[config.mk]
export PLATFORM = sky130hd
export DESIGN_NAME = rsf_encoder
export DESIGN_NICKNAME = d
export VERILOG_FILES = /design/src/core/rsf_encoder.v
export VERILOG_INCLUDE_DIRS = /design/src /design/src/pkg
export SDC_FILE = /design/constraint.sdc
export NUM_CORES = 2
export LEC_CHECK = 0
export CORE_MARGIN = 4
export CORE_UTILIZATION = 40
export CTS_CLUSTER_DIAMETER = 80
export DETAILED_ROUTE_END_ITERATION = 10
export DONT_BUFFER_PORTS = 1
export GPL_TIMING_DRIVEN = 1
export PLACE_DENSITY_LB_ADDON = 0.12
export SETUP_SLACK_MARGIN = 0.05
export SLEW_MARGIN = 20
export SYNTH_ARGS = -nofsm -noshare
export SYNTH_HDL_FRONTEND = slang
export SYNTH_HIERARCHICAL = 1
export SYNTH_SLANG_ARGS = --single-unit
[constraint.sdc]
create_clock -name clk_sys -period 10 [get_ports clk_sys]
set_input_delay 2 -clock clk_sys [delete_from_list [all_inputs] [get_ports clk_sys]]
set_output_delay 2 -clock clk_sys [all_outputs]
set_load 0.01 [all_outputs]
[src/pkg/rsf_regs.vh]
// Constants for the RS-FEC encoder, interleaver and output scrambler
`ifndef RSF_REGS_VH
`define RSF_REGS_VH
// Codeword and message sizes in symbols
`define RSF_N_SYM 8'h82
`define RSF_K_MASTER 7'h7C
`define RSF_K_SLAVE 7'h7A
// Parity symbols per codeword, 130-k
`define RSF_NP_MASTER 4'h6
`define RSF_NP_SLAVE 4'h8
// Low eight bits of x^8+x^4+x^3+x^2+1
`define RSF_PRIM_LOW 8'h1D
// Message vector layout
`define RSF_BLK_W 975
`define RSF_MAINT_W 17
`define RSF_MSG_W 992
// Speed select codes, slave side
`define RSF_SPD_2G5 2'h0
`define RSF_SPD_5G 2'h1
`define RSF_SPD_10G 2'h2
// Interleaving depth minus one
`define RSF_LM1_D1 2'h0
`define RSF_LM1_D2 2'h1
`define RSF_LM1_D4 2'h3
// Encoder states
`define RSF_ST_LOAD 2'h0
`define RSF_ST_MSG 2'h1
`define RSF_ST_PAR 2'h2
// Side-stream scrambler taps of 1 + x^13 + x^33, and nonzero seed
`define RSF_SCR_W 33
`define RSF_SCR_TAP_A 32
`define RSF_SCR_TAP_B 12
`define RSF_SCR_SEED 33'h1FFFFFFFF
// Output FIFO shape
`define RSF_FIFO_W 8
`define RSF_FIFO_D 8
`define RSF_FIFO_AW 3
`endif

[src/core/rsf_encoder.v]
// RS(130,k) encoder with round-robin interleaving, symbol FIFO and scrambler
`timescale 1ns/1ps
`include "rsf_regs.vh"
// Function
// - Depth one means no interleaving; superframe equals one encoded frame.
// - Master direction always uses depth one.
// - Slave depth per speed: 1 at 2.5G, 2 at 5G, 4 at 10G.
// - Slave gathers L frames into 122*L message symbols, highest index first.
// - With depth above one, symbols go round-robin to L encoders.
// - Slave output: all messages, then parities by position high-low, encoders 1..L.
// - Codeword of 130 byte symbols; k is 124 master, 122 slave.
// - Field uses x^8+x^4+x^3+x^2+1; generator roots alpha^(129-k) down to 1.
// - Generator coefficients from table, master seven, slave nine.
// - Master vector: blocks in 974:0, maintenance bits in 991:975.
// - Slave vector: blocks in 974:0, one maintenance bit at 975.
// - Highest symbol fed first; bit zero of each symbol sent first.
// - Parity is LFSR remainder, cleared before each message.
// - Codeword sent from degree 129 down to parity zero.
// - Master scrambler uses 1 + x^13 + x^33.

module rsf_fifo #(
    parameter W = 8,
    parameter D = 8,
    parameter AW = 3
) (
    // Clock and reset
    input wire clk_sys,
    input wire rst_b,
    // Fill side
    input wire in_valid,
    output wire in_ready,
    input wire [W-1:0] in_data,
    // Drain side
    output wire out_valid,
    input wire out_ready,
    output wire [W-1:0] out_data
);
    reg [W-1:0] mem_r [0:D-1];
    reg [AW-1:0] wr_r;
    reg [AW-1:0] rd_r;
    reg [AW:0] cnt_r;
    wire push;
    wire pop;
    assign in_ready = (cnt_r != D[AW:0]);
    assign out_valid = (cnt_r != {(AW+1){1'b0}});
    assign out_data = mem_r[rd_r];
    assign push = in_valid && in_ready;
    assign pop = out_valid && out_ready;
    always @(posedge clk_sys) begin
        if (push) begin
            mem_r[wr_r] <= in_data;
        end
    end
    always @(posedge clk_sys or negedge rst_b) begin
        if (!rst_b) begin
            wr_r <= {AW{1'b0}};
            rd_r <= {AW{1'b0}};
            cnt_r <= {(AW+1){1'b0}};
        end else begin
            if (push) begin
                wr_r <= (wr_r == D[AW-1:0] - 1'b1) ? {AW{1'b0}} : wr_r + 1'b1;
            end
            if (pop) begin
                rd_r <= (rd_r == D[AW-1:0] - 1'b1) ? {AW{1'b0}} : rd_r + 1'b1;
            end
            if (push && !pop) begin
                cnt_r <= cnt_r + 1'b1;
            end else if (pop && !push) begin
                cnt_r <= cnt_r - 1'b1;
            end
        end
    end
endmodule

module rsf_encoder (
    // Clock and reset
    input wire clk_sys,
    input wire rst_b,
    // Configuration
    input wire master_mode,
    input wire [1:0] speed_sel,
    input wire data_mode,
    // Frame input from block grouping
    input wire frame_valid,
    output wire frame_ready,
    input wire [`RSF_BLK_W-1:0] grouped_block_vector,
    input wire [`RSF_MAINT_W-1:0] maintenance_bits,
    // Training source
    input wire [1:0] training_bits,
    // Bit pair output to symbol mapper
    output wire pair_valid,
    input wire pair_ready,
    output wire [1:0] pair_bits
);
    // Multiply in GF(2^8)
    function [7:0] gf_mul;
        input [7:0] a;
        input [7:0] b;
        reg [7:0] acc;
        reg [7:0] sh;
        integer i;
        begin
            acc = 8'h00;
            sh = a;
            for (i = 0; i < 8; i = i + 1) begin
                if (b[i]) begin
                    acc = acc ^ sh;
                end
                sh = sh[7] ? ({sh[6:0], 1'b0} ^ `RSF_PRIM_LOW) : {sh[6:0], 1'b0};
            end
            gf_mul = acc;
        end
    endfunction
    // Generator coefficient g_i, hex values of the table
    function [7:0] gen_coef;
        input slave;
        input [2:0] idx;
        begin
            case ({slave, idx})
                4'h0: gen_coef = 8'h26;
                4'h1: gen_coef = 8'hE3;
                4'h2: gen_coef = 8'h20;
                4'h3: gen_coef = 8'hDA;
                4'h4: gen_coef = 8'h01;
                4'h5: gen_coef = 8'h3F;
                4'h8: gen_coef = 8'h18;
                4'h9: gen_coef = 8'hC8;
                4'hA: gen_coef = 8'hAD;
                4'hB: gen_coef = 8'hEF;
                4'hC: gen_coef = 8'h36;
                4'hD: gen_coef = 8'h51;
                4'hE: gen_coef = 8'h0B;
                4'hF: gen_coef = 8'hFF;
                default: gen_coef = 8'h00;
            endcase
        end
    endfunction
    // One step of the side-stream scrambler
    function [`RSF_SCR_W-1:0] scr_step;
        input [`RSF_SCR_W-1:0] s;
        begin
            scr_step = {s[`RSF_SCR_W-2:0], s[`RSF_SCR_TAP_A] ^ s[`RSF_SCR_TAP_B]};
        end
    endfunction
    reg [1:0] state_r;
    reg [1:0] state_nxt;
    reg frame_ready_r;
    reg [`RSF_MSG_W-1:0] msg_r;
    reg [255:0] par_r;
    reg [255:0] par_nxt;
    reg slave_r;
    reg [1:0] lm1_r;
    reg [1:0] frame_cnt_r;
    reg [1:0] enc_r;
    reg [6:0] sym_cnt_r;
    reg [2:0] pos_r;
    reg [7:0] fb;
    reg [7:0] push_sym;
    reg push_en;
    reg [1:0] lm1_cfg;
    integer r;
    wire [6:0] k_sym;
    wire [3:0] np_sym;
    wire fifo_in_ready;
    wire fifo_out_valid;
    wire fifo_pop;
    wire [7:0] fifo_out_data;
    wire take_frame;
    wire step;
    wire [`RSF_SCR_W-1:0] scr_s1;
    wire [`RSF_SCR_W-1:0] scr_s2;
    reg [`RSF_SCR_W-1:0] scr_r;
    reg [1:0] nib_r;
    reg [1:0] pair_r;
    reg pair_valid_r;
    wire pair_free;
    wire [1:0] data_pair;
    assign k_sym = slave_r ? `RSF_K_SLAVE : `RSF_K_MASTER;
    assign np_sym = slave_r ? `RSF_NP_SLAVE : `RSF_NP_MASTER;
    assign take_frame = frame_valid && frame_ready_r;
    assign frame_ready = frame_ready_r;
    // Depth chosen from direction and speed
    always @* begin
        lm1_cfg = `RSF_LM1_D1;
        if (!master_mode) begin
            case (speed_sel)
                `RSF_SPD_5G: lm1_cfg = `RSF_LM1_D2;
                `RSF_SPD_10G: lm1_cfg = `RSF_LM1_D4;
                default: lm1_cfg = `RSF_LM1_D1;
            endcase
        end
    end

    // LFSR division of the selected encoder, and FIFO feed
    always @* begin
        par_nxt = par_r;
        push_en = 1'b0;
        push_sym = 8'h00;
        fb = msg_r[7:0] ^ par_r[{enc_r, 6'h00} + {np_sym[2:0] - 3'h1, 3'h0} +: 8];
        if (state_r == `RSF_ST_MSG) begin
            push_en = 1'b1;
            push_sym = msg_r[7:0];
            for (r = 7; r >= 0; r = r - 1) begin
                if (r < np_sym) begin
                    par_nxt[{enc_r, 6'h00} + r * 8 +: 8] =
                        ((r == 0) ? 8'h00 : par_r[{enc_r, 6'h00} + (r - 1) * 8 +: 8])
                        ^ gf_mul(fb, gen_coef(slave_r, r[2:0]));
                end
            end
        end else if (state_r == `RSF_ST_PAR) begin
            push_en = 1'b1;
            push_sym = par_r[{enc_r, 6'h00} + {pos_r, 3'h0} +: 8];
        end
    end

    assign step = push_en && fifo_in_ready;

    always @* begin
        state_nxt = state_r;
        case (state_r)
            `RSF_ST_LOAD: begin
                if (take_frame) begin
                    state_nxt = `RSF_ST_MSG;
                end
            end
            `RSF_ST_MSG: begin
                if (step && sym_cnt_r == k_sym - 7'h01) begin
                    state_nxt = (frame_cnt_r == lm1_r) ? `RSF_ST_PAR : `RSF_ST_LOAD;
                end
            end
            `RSF_ST_PAR: begin
                if (step && pos_r == 3'h0 && enc_r == lm1_r) begin
                    state_nxt = `RSF_ST_LOAD;
                end
            end
            default: state_nxt = `RSF_ST_LOAD;
        endcase
    end

    always @(posedge clk_sys or negedge rst_b) begin
        if (!rst_b) begin
            state_r <= `RSF_ST_LOAD;
            frame_ready_r <= 1'b0;
            msg_r <= {`RSF_MSG_W{1'b0}};
            par_r <= 256'h0;
            slave_r <= 1'b0;
            lm1_r <= `RSF_LM1_D1;
            frame_cnt_r <= 2'h0;
            enc_r <= 2'h0;
            sym_cnt_r <= 7'h00;
            pos_r <= 3'h0;
        end else begin
            state_r <= state_nxt;
            frame_ready_r <= (state_nxt == `RSF_ST_LOAD) && !take_frame;
            if (take_frame) begin
                sym_cnt_r <= 7'h00;
                if ((frame_cnt_r == 2'h0) ? master_mode : !slave_r) begin
                    msg_r <= {maintenance_bits, grouped_block_vector};
                end else begin
                    msg_r <= {16'h0000, maintenance_bits[0], grouped_block_vector};
                end
                if (frame_cnt_r == 2'h0) begin
                    slave_r <= !master_mode;
                    lm1_r <= lm1_cfg;
                    enc_r <= 2'h0;
                    par_r <= 256'h0;
                end
            end else if (state_r == `RSF_ST_MSG && step) begin
                par_r <= par_nxt;
                msg_r <= {8'h00, msg_r[`RSF_MSG_W-1:8]};
                sym_cnt_r <= sym_cnt_r + 7'h01;
                enc_r <= (enc_r == lm1_r) ? 2'h0 : enc_r + 2'h1;
                if (sym_cnt_r == k_sym - 7'h01) begin
                    if (frame_cnt_r == lm1_r) begin
                        frame_cnt_r <= 2'h0;
                        enc_r <= 2'h0;
                        pos_r <= np_sym[2:0] - 3'h1;
                    end else begin
                        frame_cnt_r <= frame_cnt_r + 2'h1;
                    end
                end
            end else if (state_r == `RSF_ST_PAR && step) begin
                if (enc_r == lm1_r) begin
                    enc_r <= 2'h0;
                    pos_r <= pos_r - 3'h1;
                end else begin
                    enc_r <= enc_r + 2'h1;
                end
            end
        end
    end

    rsf_fifo #(
        .W(`RSF_FIFO_W),
        .D(`RSF_FIFO_D),
        .AW(`RSF_FIFO_AW)
    ) u_fifo (
        .clk_sys(clk_sys),
        .rst_b(rst_b),
        .in_valid(push_en),
        .in_ready(fifo_in_ready),
        .in_data(push_sym),
        .out_valid(fifo_out_valid),
        .out_ready(fifo_pop),
        .out_data(fifo_out_data)
    );

    // Pair serializer, bit zero of each symbol first
    assign scr_s1 = scr_step(scr_r);
    assign scr_s2 = scr_step(scr_s1);
    assign pair_free = !pair_valid_r || pair_ready;
    assign data_pair = fifo_out_data[{nib_r, 1'b0} +: 2];
    assign fifo_pop = data_mode && pair_free && fifo_out_valid && (nib_r == 2'h3);
    assign pair_valid = pair_valid_r;
    assign pair_bits = pair_r;

    always @(posedge clk_sys or negedge rst_b) begin
        if (!rst_b) begin
            scr_r <= `RSF_SCR_SEED;
            nib_r <= 2'h0;
            pair_r <= 2'h0;
            pair_valid_r <= 1'b0;
        end else if (pair_free) begin
            if (!data_mode) begin
                pair_r <= {scr_s2[0] ^ training_bits[1], scr_s1[0] ^ training_bits[0]};
                pair_valid_r <= 1'b1;
                scr_r <= scr_s2;
            end else if (fifo_out_valid) begin
                pair_r <= {scr_s2[0] ^ data_pair[1], scr_s1[0] ^ data_pair[0]};
                pair_valid_r <= 1'b1;
                scr_r <= scr_s2;
                nib_r <= nib_r + 2'h1;
            end else begin
                pair_valid_r <= 1'b0;
            end
        end
    end
endmodule

# After elaboration in Yosys (flattened, before gate mapping)
# Memories as Yosys holds them, arrays and structs flattened.
# Cells that the tools add are included.
op_classes:
  n_reduce_logical: 39
  eq_ne: 15
  n_bitwise: 79
  n_shift: 26
  magnitude_cmp: 8
  muxes: 294
  add_sub_neg: 28
op_table:
  columns: ["op", "n"]
  rows:
  - ["256-bit 2-to-1 mux", 19]
  - ["992-bit 2-to-1 mux", 3]
  - ["256-bit bitwise mux", 8]
  - ["8-bit by 34-bit variable shift with 256-bit output, first input constant", 8]
  - ["8-bit by 34-bit variable part select with 256-bit output", 8]
  - ["8-bit 2-to-1 mux", 211]
  - ["256-bit by 33-bit variable part select with 8-bit output", 6]
  - ["256-bit by 9-bit variable part select with 8-bit output", 3]
  - ["8-bit bitwise XOR", 64]
  - ["9-bit negator with 34-bit output", 7]
  - ["8-bit one-hot mux with 2 select lines", 6]
  - ["33-bit 2-to-1 mux", 2]
  - ["8-bit by 6-bit adder with 9-bit output, second input constant", 4]
  - ["5-bit 2-to-1 mux", 7]
  - ["8-bit negator with 34-bit output", 1]
  - ["2-bit 2-to-1 mux", 15]
  - ["4-bit NOT", 7]
  - ["3-bit 2-to-1 mux", 8]
  - ["8-bit by 5-bit adder with 9-bit output, second input constant", 2]
  - ["8-bit by 6-bit adder with 8-bit output", 2]
  - ["3-bit by 4-bit less-than comparator with 1-bit output, first input constant", 4]
  - ["4-bit 2-to-1 mux", 4]
  - ["1-bit logical AND", 14]
  - ["7-bit 2-to-1 mux", 2]
  - ["34 further kinds", 74]
totals:
  ramBits: 64
  inputBits: 1002
  memories: 1
  elab_cells: 507
  regBits: 1316
  output_inout_bits: 4
mem_list:
  columns: ["memory", "depth", "width", "read_ports", "rd_clocked_by_memory_dff", "wr", "line_no", "rtl"]
  rows:
  - ["u_fifo.mem_r", 8, 8, 1, 0, 1, "rsf_encoder.v:38", "reg [W-1:0] mem_r [0:D-1];"]

# Logic depth before layout (Yosys ltp)
logic_depth:
  depth_word: 64
  mapped_depth: 12

# By module
# Netlist, hierarchy kept.
modules_own_cells:
  columns: ["mod", "instances", "area_each_um2", "seq_area_each_um2", "cells_each"]
  rows:
  - ["rsf_encoder", 1, 62411.1, 32722.6, 6924]
  - ["rsf_fifo", 1, 3181.8, 2172.1, 158]

# Worst setup path before layout
# OpenSTA, ideal clock, no wires.
synth_timing:
  kind: "input to register"
  from: "input port pair_ready"
  to: "register u_fifo.cnt_r[3]"
  path_stages: 10
  path_slack_ns: 6.018
  t_arrival_ns: 3.851
  path_cell_list: "nand2b_1 > nand3_1 > nor2_1 > o41ai_4 > ha_1 > inv_1 > ha_1 > or4_1 > o211ai_1 > o211ai_1"
synth_via:
  elab_chain_len: 8
synth_lines:
  columns: ["element", "line_no", "rtl"]
  rows:
  - ["start: declaration", "rsf_encoder.v:92", "input wire pair_ready,"]
  - ["1-bit logical OR (*)", "rsf_encoder.v:311", "assign pair_free = !pair_valid_r || pair_ready;"]
  - ["1-bit logical AND (*) (3 in series)", "rsf_encoder.v:313", "assign fifo_pop = data_mode && pair_free && fifo_out_valid && (nib_r == 2'h3);"]
  - ["net fifo_pop", "rsf_encoder.v:166", "wire fifo_pop;"]
  - ["1-bit logical AND (*)", "rsf_encoder.v:48", "assign pop = out_valid && out_ready;"]
  - ["1-bit logical NOT", "rsf_encoder.v:66", "if (push && !pop) begin"]
  - ["1-bit logical AND", "rsf_encoder.v:66", null]
  - ["4-bit 2-to-1 mux or 2-bit nonzero test (tied branches)", null, null]
  - ["end signal: assignment", "rsf_encoder.v:58", "cnt_r <= {(AW+1){1'b0}};"]
  - ["end signal: assignment", "rsf_encoder.v:67", "cnt_r <= cnt_r + 1'b1;"]
  - ["end signal: assignment", "rsf_encoder.v:69", "cnt_r <= cnt_r - 1'b1;"]
  - ["end: declaration", "rsf_encoder.v:41", "reg [AW:0] cnt_r;"]
# Mark *: on every way through the listed nets, which the timed path passes. The rest lies on a longest branch.
# A chain may end at the register's enable or synchronous reset.

# Worst setup path after layout
layout_timing:
  from: "register slave_r"
  to: "register par_r[37]"
layout_via:
  elab_chain_len: 64
layout_lines:
  columns: ["element", "line_no", "rtl"]
  rows:
  - ["start: declaration", "rsf_encoder.v:151", "reg slave_r;"]
  - ["start signal: assignment", "rsf_encoder.v:263", "slave_r <= !master_mode;"]
  - ["4-bit 2-to-1 mux (no source line)", null, null]
  - ["3-bit by 1-bit subtractor with 3-bit output", "rsf_encoder.v:199", "fb = msg_r[7:0] ^ par_r[{enc_r, 6'h00} + {np_sym[2:0] - 3'h1, 3'h0} +: 8];"]
  - ["8-bit by 6-bit adder with 8-bit output", "rsf_encoder.v:199", null]
  - ["256-bit by 9-bit variable part select with 8-bit output", "rsf_encoder.v:199", null]
  - ["8-bit bitwise XOR", "rsf_encoder.v:199", null]
  - ["8-bit 2-to-1 mux", "rsf_encoder.v:106", "if (b[i]) begin"]
  - ["8-bit 2-to-1 mux", "rsf_encoder.v:204", "if (r < np_sym) begin"]
  - ["8-bit 2-to-1 mux", "rsf_encoder.v:200", "if (state_r == `RSF_ST_MSG) begin"]
  - ["[... 48 more ...]", null, null]
  - ["256-bit bitwise mux", "rsf_encoder.v:205", "par_nxt[{enc_r, 6'h00} + r * 8 +: 8] ="]
  - ["256-bit 2-to-1 mux", "rsf_encoder.v:204", null]
  - ["256-bit 2-to-1 mux", "rsf_encoder.v:200", null]
  - ["256-bit bitwise mux", "rsf_encoder.v:205", null]
  - ["256-bit 2-to-1 mux (*)", "rsf_encoder.v:204", null]
  - ["256-bit 2-to-1 mux (*)", "rsf_encoder.v:200", null]
  - ["256-bit 2-to-1 mux (*)", "rsf_encoder.v:268", "end else if (state_r == `RSF_ST_MSG && step) begin"]
  - ["256-bit 2-to-1 mux (*)", "rsf_encoder.v:255", "if (take_frame) begin"]
  - ["end signal: assignment", "rsf_encoder.v:269", "par_r <= par_nxt;"]
  - ["end: declaration", "rsf_encoder.v:149", "reg [255:0] par_r;"]
# Mark *: on every way between the ends. The rest lies on a longest branch, timed or not. The select of a mux whose other input is x is not followed.

==> reports/metrics.cfg <==
[run_status]
status = complete, no violations

[floorplanning]
start_util_pct = 40.3
die-height_um = 413
die_area_um2 = 171000
fp.dieW_um = 413
coreArea_um2 = 163000
rows = 148
io_pins = 1006

[timing]
skew_ns = 0.0315
tightest_slew_ns = 1.12
min_period_ns = 5.25
setup_viol = 0
rsz0062_at_grt = no
fmax_ghz = 0.191
setup_tns_ns = 0
finalWorstSetupSlack_ns = 4.75
fin_crit_sh_pct = 52.5
slew_viol_final = 0
relSlewSlack_pct = 25.3
hold_viol_final = 0

[pwr]
p_leak_nw = 30.9
peakVddDrop_v = 0.000341
p_per_area_nw_per_um2 = 415

[critical_path]
path_class = reg2reg
r2r_slack_ns = 4.75
r2r-start = slave_r
path_cells = buf_4, buf_4, inv_1, buf_4, mux4_2, xor2_2, buf_4, xor3_1, xor2_4, nor2b_1, o31ai_1, xor2_1, o21ai_0
arrival_ns = 5.91
critical_path_required_ns = 10.66
r2r-end = par_r[37]
worstRegToRegCells = 13
slowest_delay_ns = 0.84
cp_max_fo = 43
cp_slowest_cell = xor3_1
startpoint_type = flip-flop
end_kind = flip-flop
cp_common_cell = buf_4

[global_routing]
grt_first_pass_wirelength_um = 342000
globalRouteOverflowTotal = 0
grt_usage_pct = 26.9
grt_max_degree = 265
antenna_found_initial = 90
first_global_vias = 49855

[cells_and_area]
nNetsFinal = 7798
syn_to_final_growth_pct = 11.0
drive_gt1_share_pct = 8.92

[logic_synthesis]
syn_nets = 8106
synth_edf_count = 64
ys_types = 72
ys_warn_count = 6
synth.avg_cell_area_um2 = 9.26
yosysSeqAreaShare_pct = 53.2
synth_ff_type = dfrtp_1
synth_top_area_share_pct = 48.9
synth.largest_area_cell = dfrtp_1
syn_inst = 7082
synth_seq_cells = 1380
synthTopCellsByCount = nand2_1 (2,178), dfrtp_1 (1,283), nor2_1 (1,017), a31oi_1 (976), clkbuf_1 (493)
yosysMostFrequentCell = nand2_1
async_flop_share_pct = 95.4
synth_area_leaders = dfrtp_1 (49%), nand2_1 (12%), a31oi_1 (9.3%)
netlist_area_um2 = 65600

[clock_tree]
tritoncts.num_buffers = 159
clockBufferDepth = 3
clock_latency_ns = 0.81
holdBufCountCts = 0
cts.htree.levels = 4
cts_root_buf = clkbuf_16
post_cts_buffers = 0
post_cts_resized = 0
cts.sinks = 1380
clkTransAtPathRegs_ns = 0.06
cts_tree = yes

[route]
wl_per_cell_um = 25.9
remaining_drc_errors = 0
drtIter0Drc = 5154
routed_wl_um = 237000
ant_nets = 0
viasPerCell = 5.67
drt_first_pass_iters = 6
num_vias = 51839

[job]
max_cap_violations = 0

[place]
gp_congestion = 0.890
port_buffers = 0
hpwl_um = 168000
pre_cts_ws_ns = 4.65

[min_path]
min_path_type = reg2reg
holdPathStages = 2
whs_endpoint = par_r[95]
worst_hold_startpoint = par_r[95]

## stage by stage
step | hold WS, ns | area [um2] | total power (W) | cells | util [%]
2_1_floorplan | 0.461 | 65600 | 0.0200 | 7082 | -
3_3_place_gp | 0.477 | 67100 | 0.0239 | 8780 | 41.2
3_5_place_dp | 0.490 | 67200 | 0.0241 | 8783 | 41.2
4_1_cts | 0.502 | 72500 | 0.0303 | 9067 | 44.5
5_1_grt | 0.518 | 72700 | 0.0323 | 9109 | 44.6
6_report | 0.500 | 72800 | 0.0302 | 9136 | 44.7
## layout make-up
class	instances	area, um2
inverters	17	63.8
clock buffers	237	4740
fillers	16023	90100
multi-input cells	5131	28600
diodes	64	160
flip-flops and latches	1380	34900
clock inverters	47	619
repair buffers	85	1030
well taps	2175	2720
## kinds of logic (layout without fill, tap and decap cells)
family	count (synthesis)	count (layout)	synth area share, %
simple gates	3270	3270	19.0
flops	1380	1380	53.2
compound gates	1353	1353	13.2
buf+inv	571	386	3.41
mux	265	265	7.08
xor+xnor	221	221	3.71
fa+ha+maj	22	22	0.431
other cells	0	64	0
## metal layers
layer  wire, um  global-route usage (%)
met1      97700                    35.1
met2     112000                    42.3
met3      19700                    8.06
met4       7380                    9.75
met5        285                       0
## worst max-delay path, delay by kind of cell (launching register included)
kind	cells	cell delay [ns]
buffers and inverters	5	1.74
DFF	1	0.50
and+or+nand+nor	1	0.24
muxes	1	0.37
AOI/OAI and AO/OA	2	0.56
xor gates and xnor gates	4	1.63
## how the worst max path moves through the flow
stage                      startpoint              end  cells past startpoint
final                         slave_r        par_r[37]                     13
after global routing          slave_r        par_r[37]                     13
after CTS                     slave_r       par_r[165]                     13
after detailed placement  frame_valid       msg_r[450]                      6
after global placement    frame_valid        msg_r[46]                      6
after floorplan            pair_ready  u_fifo/cnt_r[3]                     10
## cells in the final DEF, fill, tap and decap left out, types with 36 or more instances in the layout
cell       count
nor2_1      1014
a31oi_1      976
clkbuf_8      38
o21ai_0      187
mux4_2       141
mux2i_1       63
diode_2       64
xnor2_1      123
clkbuf_16    163
dfrtp_1     1277
xor2_1        62
clkbuf_1      36
edfxtp_1      64
mux2_2        41
a22o_1       116
buf_4         62
nand2_1     2176
## flip-flops by register name, indices dropped and copies added, names as in the netlist, 3 cells and up
| signal | flops |
|---|---|
| sym_cnt_r | 7 |
| msg_r | 992 |
| scr_r | 33 |
| u_fifo/cnt_r | 4 |
| u_fifo/rd_r | 3 |
| u_fifo/wr_r | 3 |
| pos_r | 3 |
| par_r | 256 |
| u_fifo/mem_r | 64 |
## power by group
part | switching [W] | internal, W
Clock | 0.00246 | 0.00357
Combinational | 0.00912 | 0.00538
Sequential | 0.00154 | 0.00814
Total | 0.0131 | 0.0171
No activity file was read; power rests on OpenSTA's default activity.
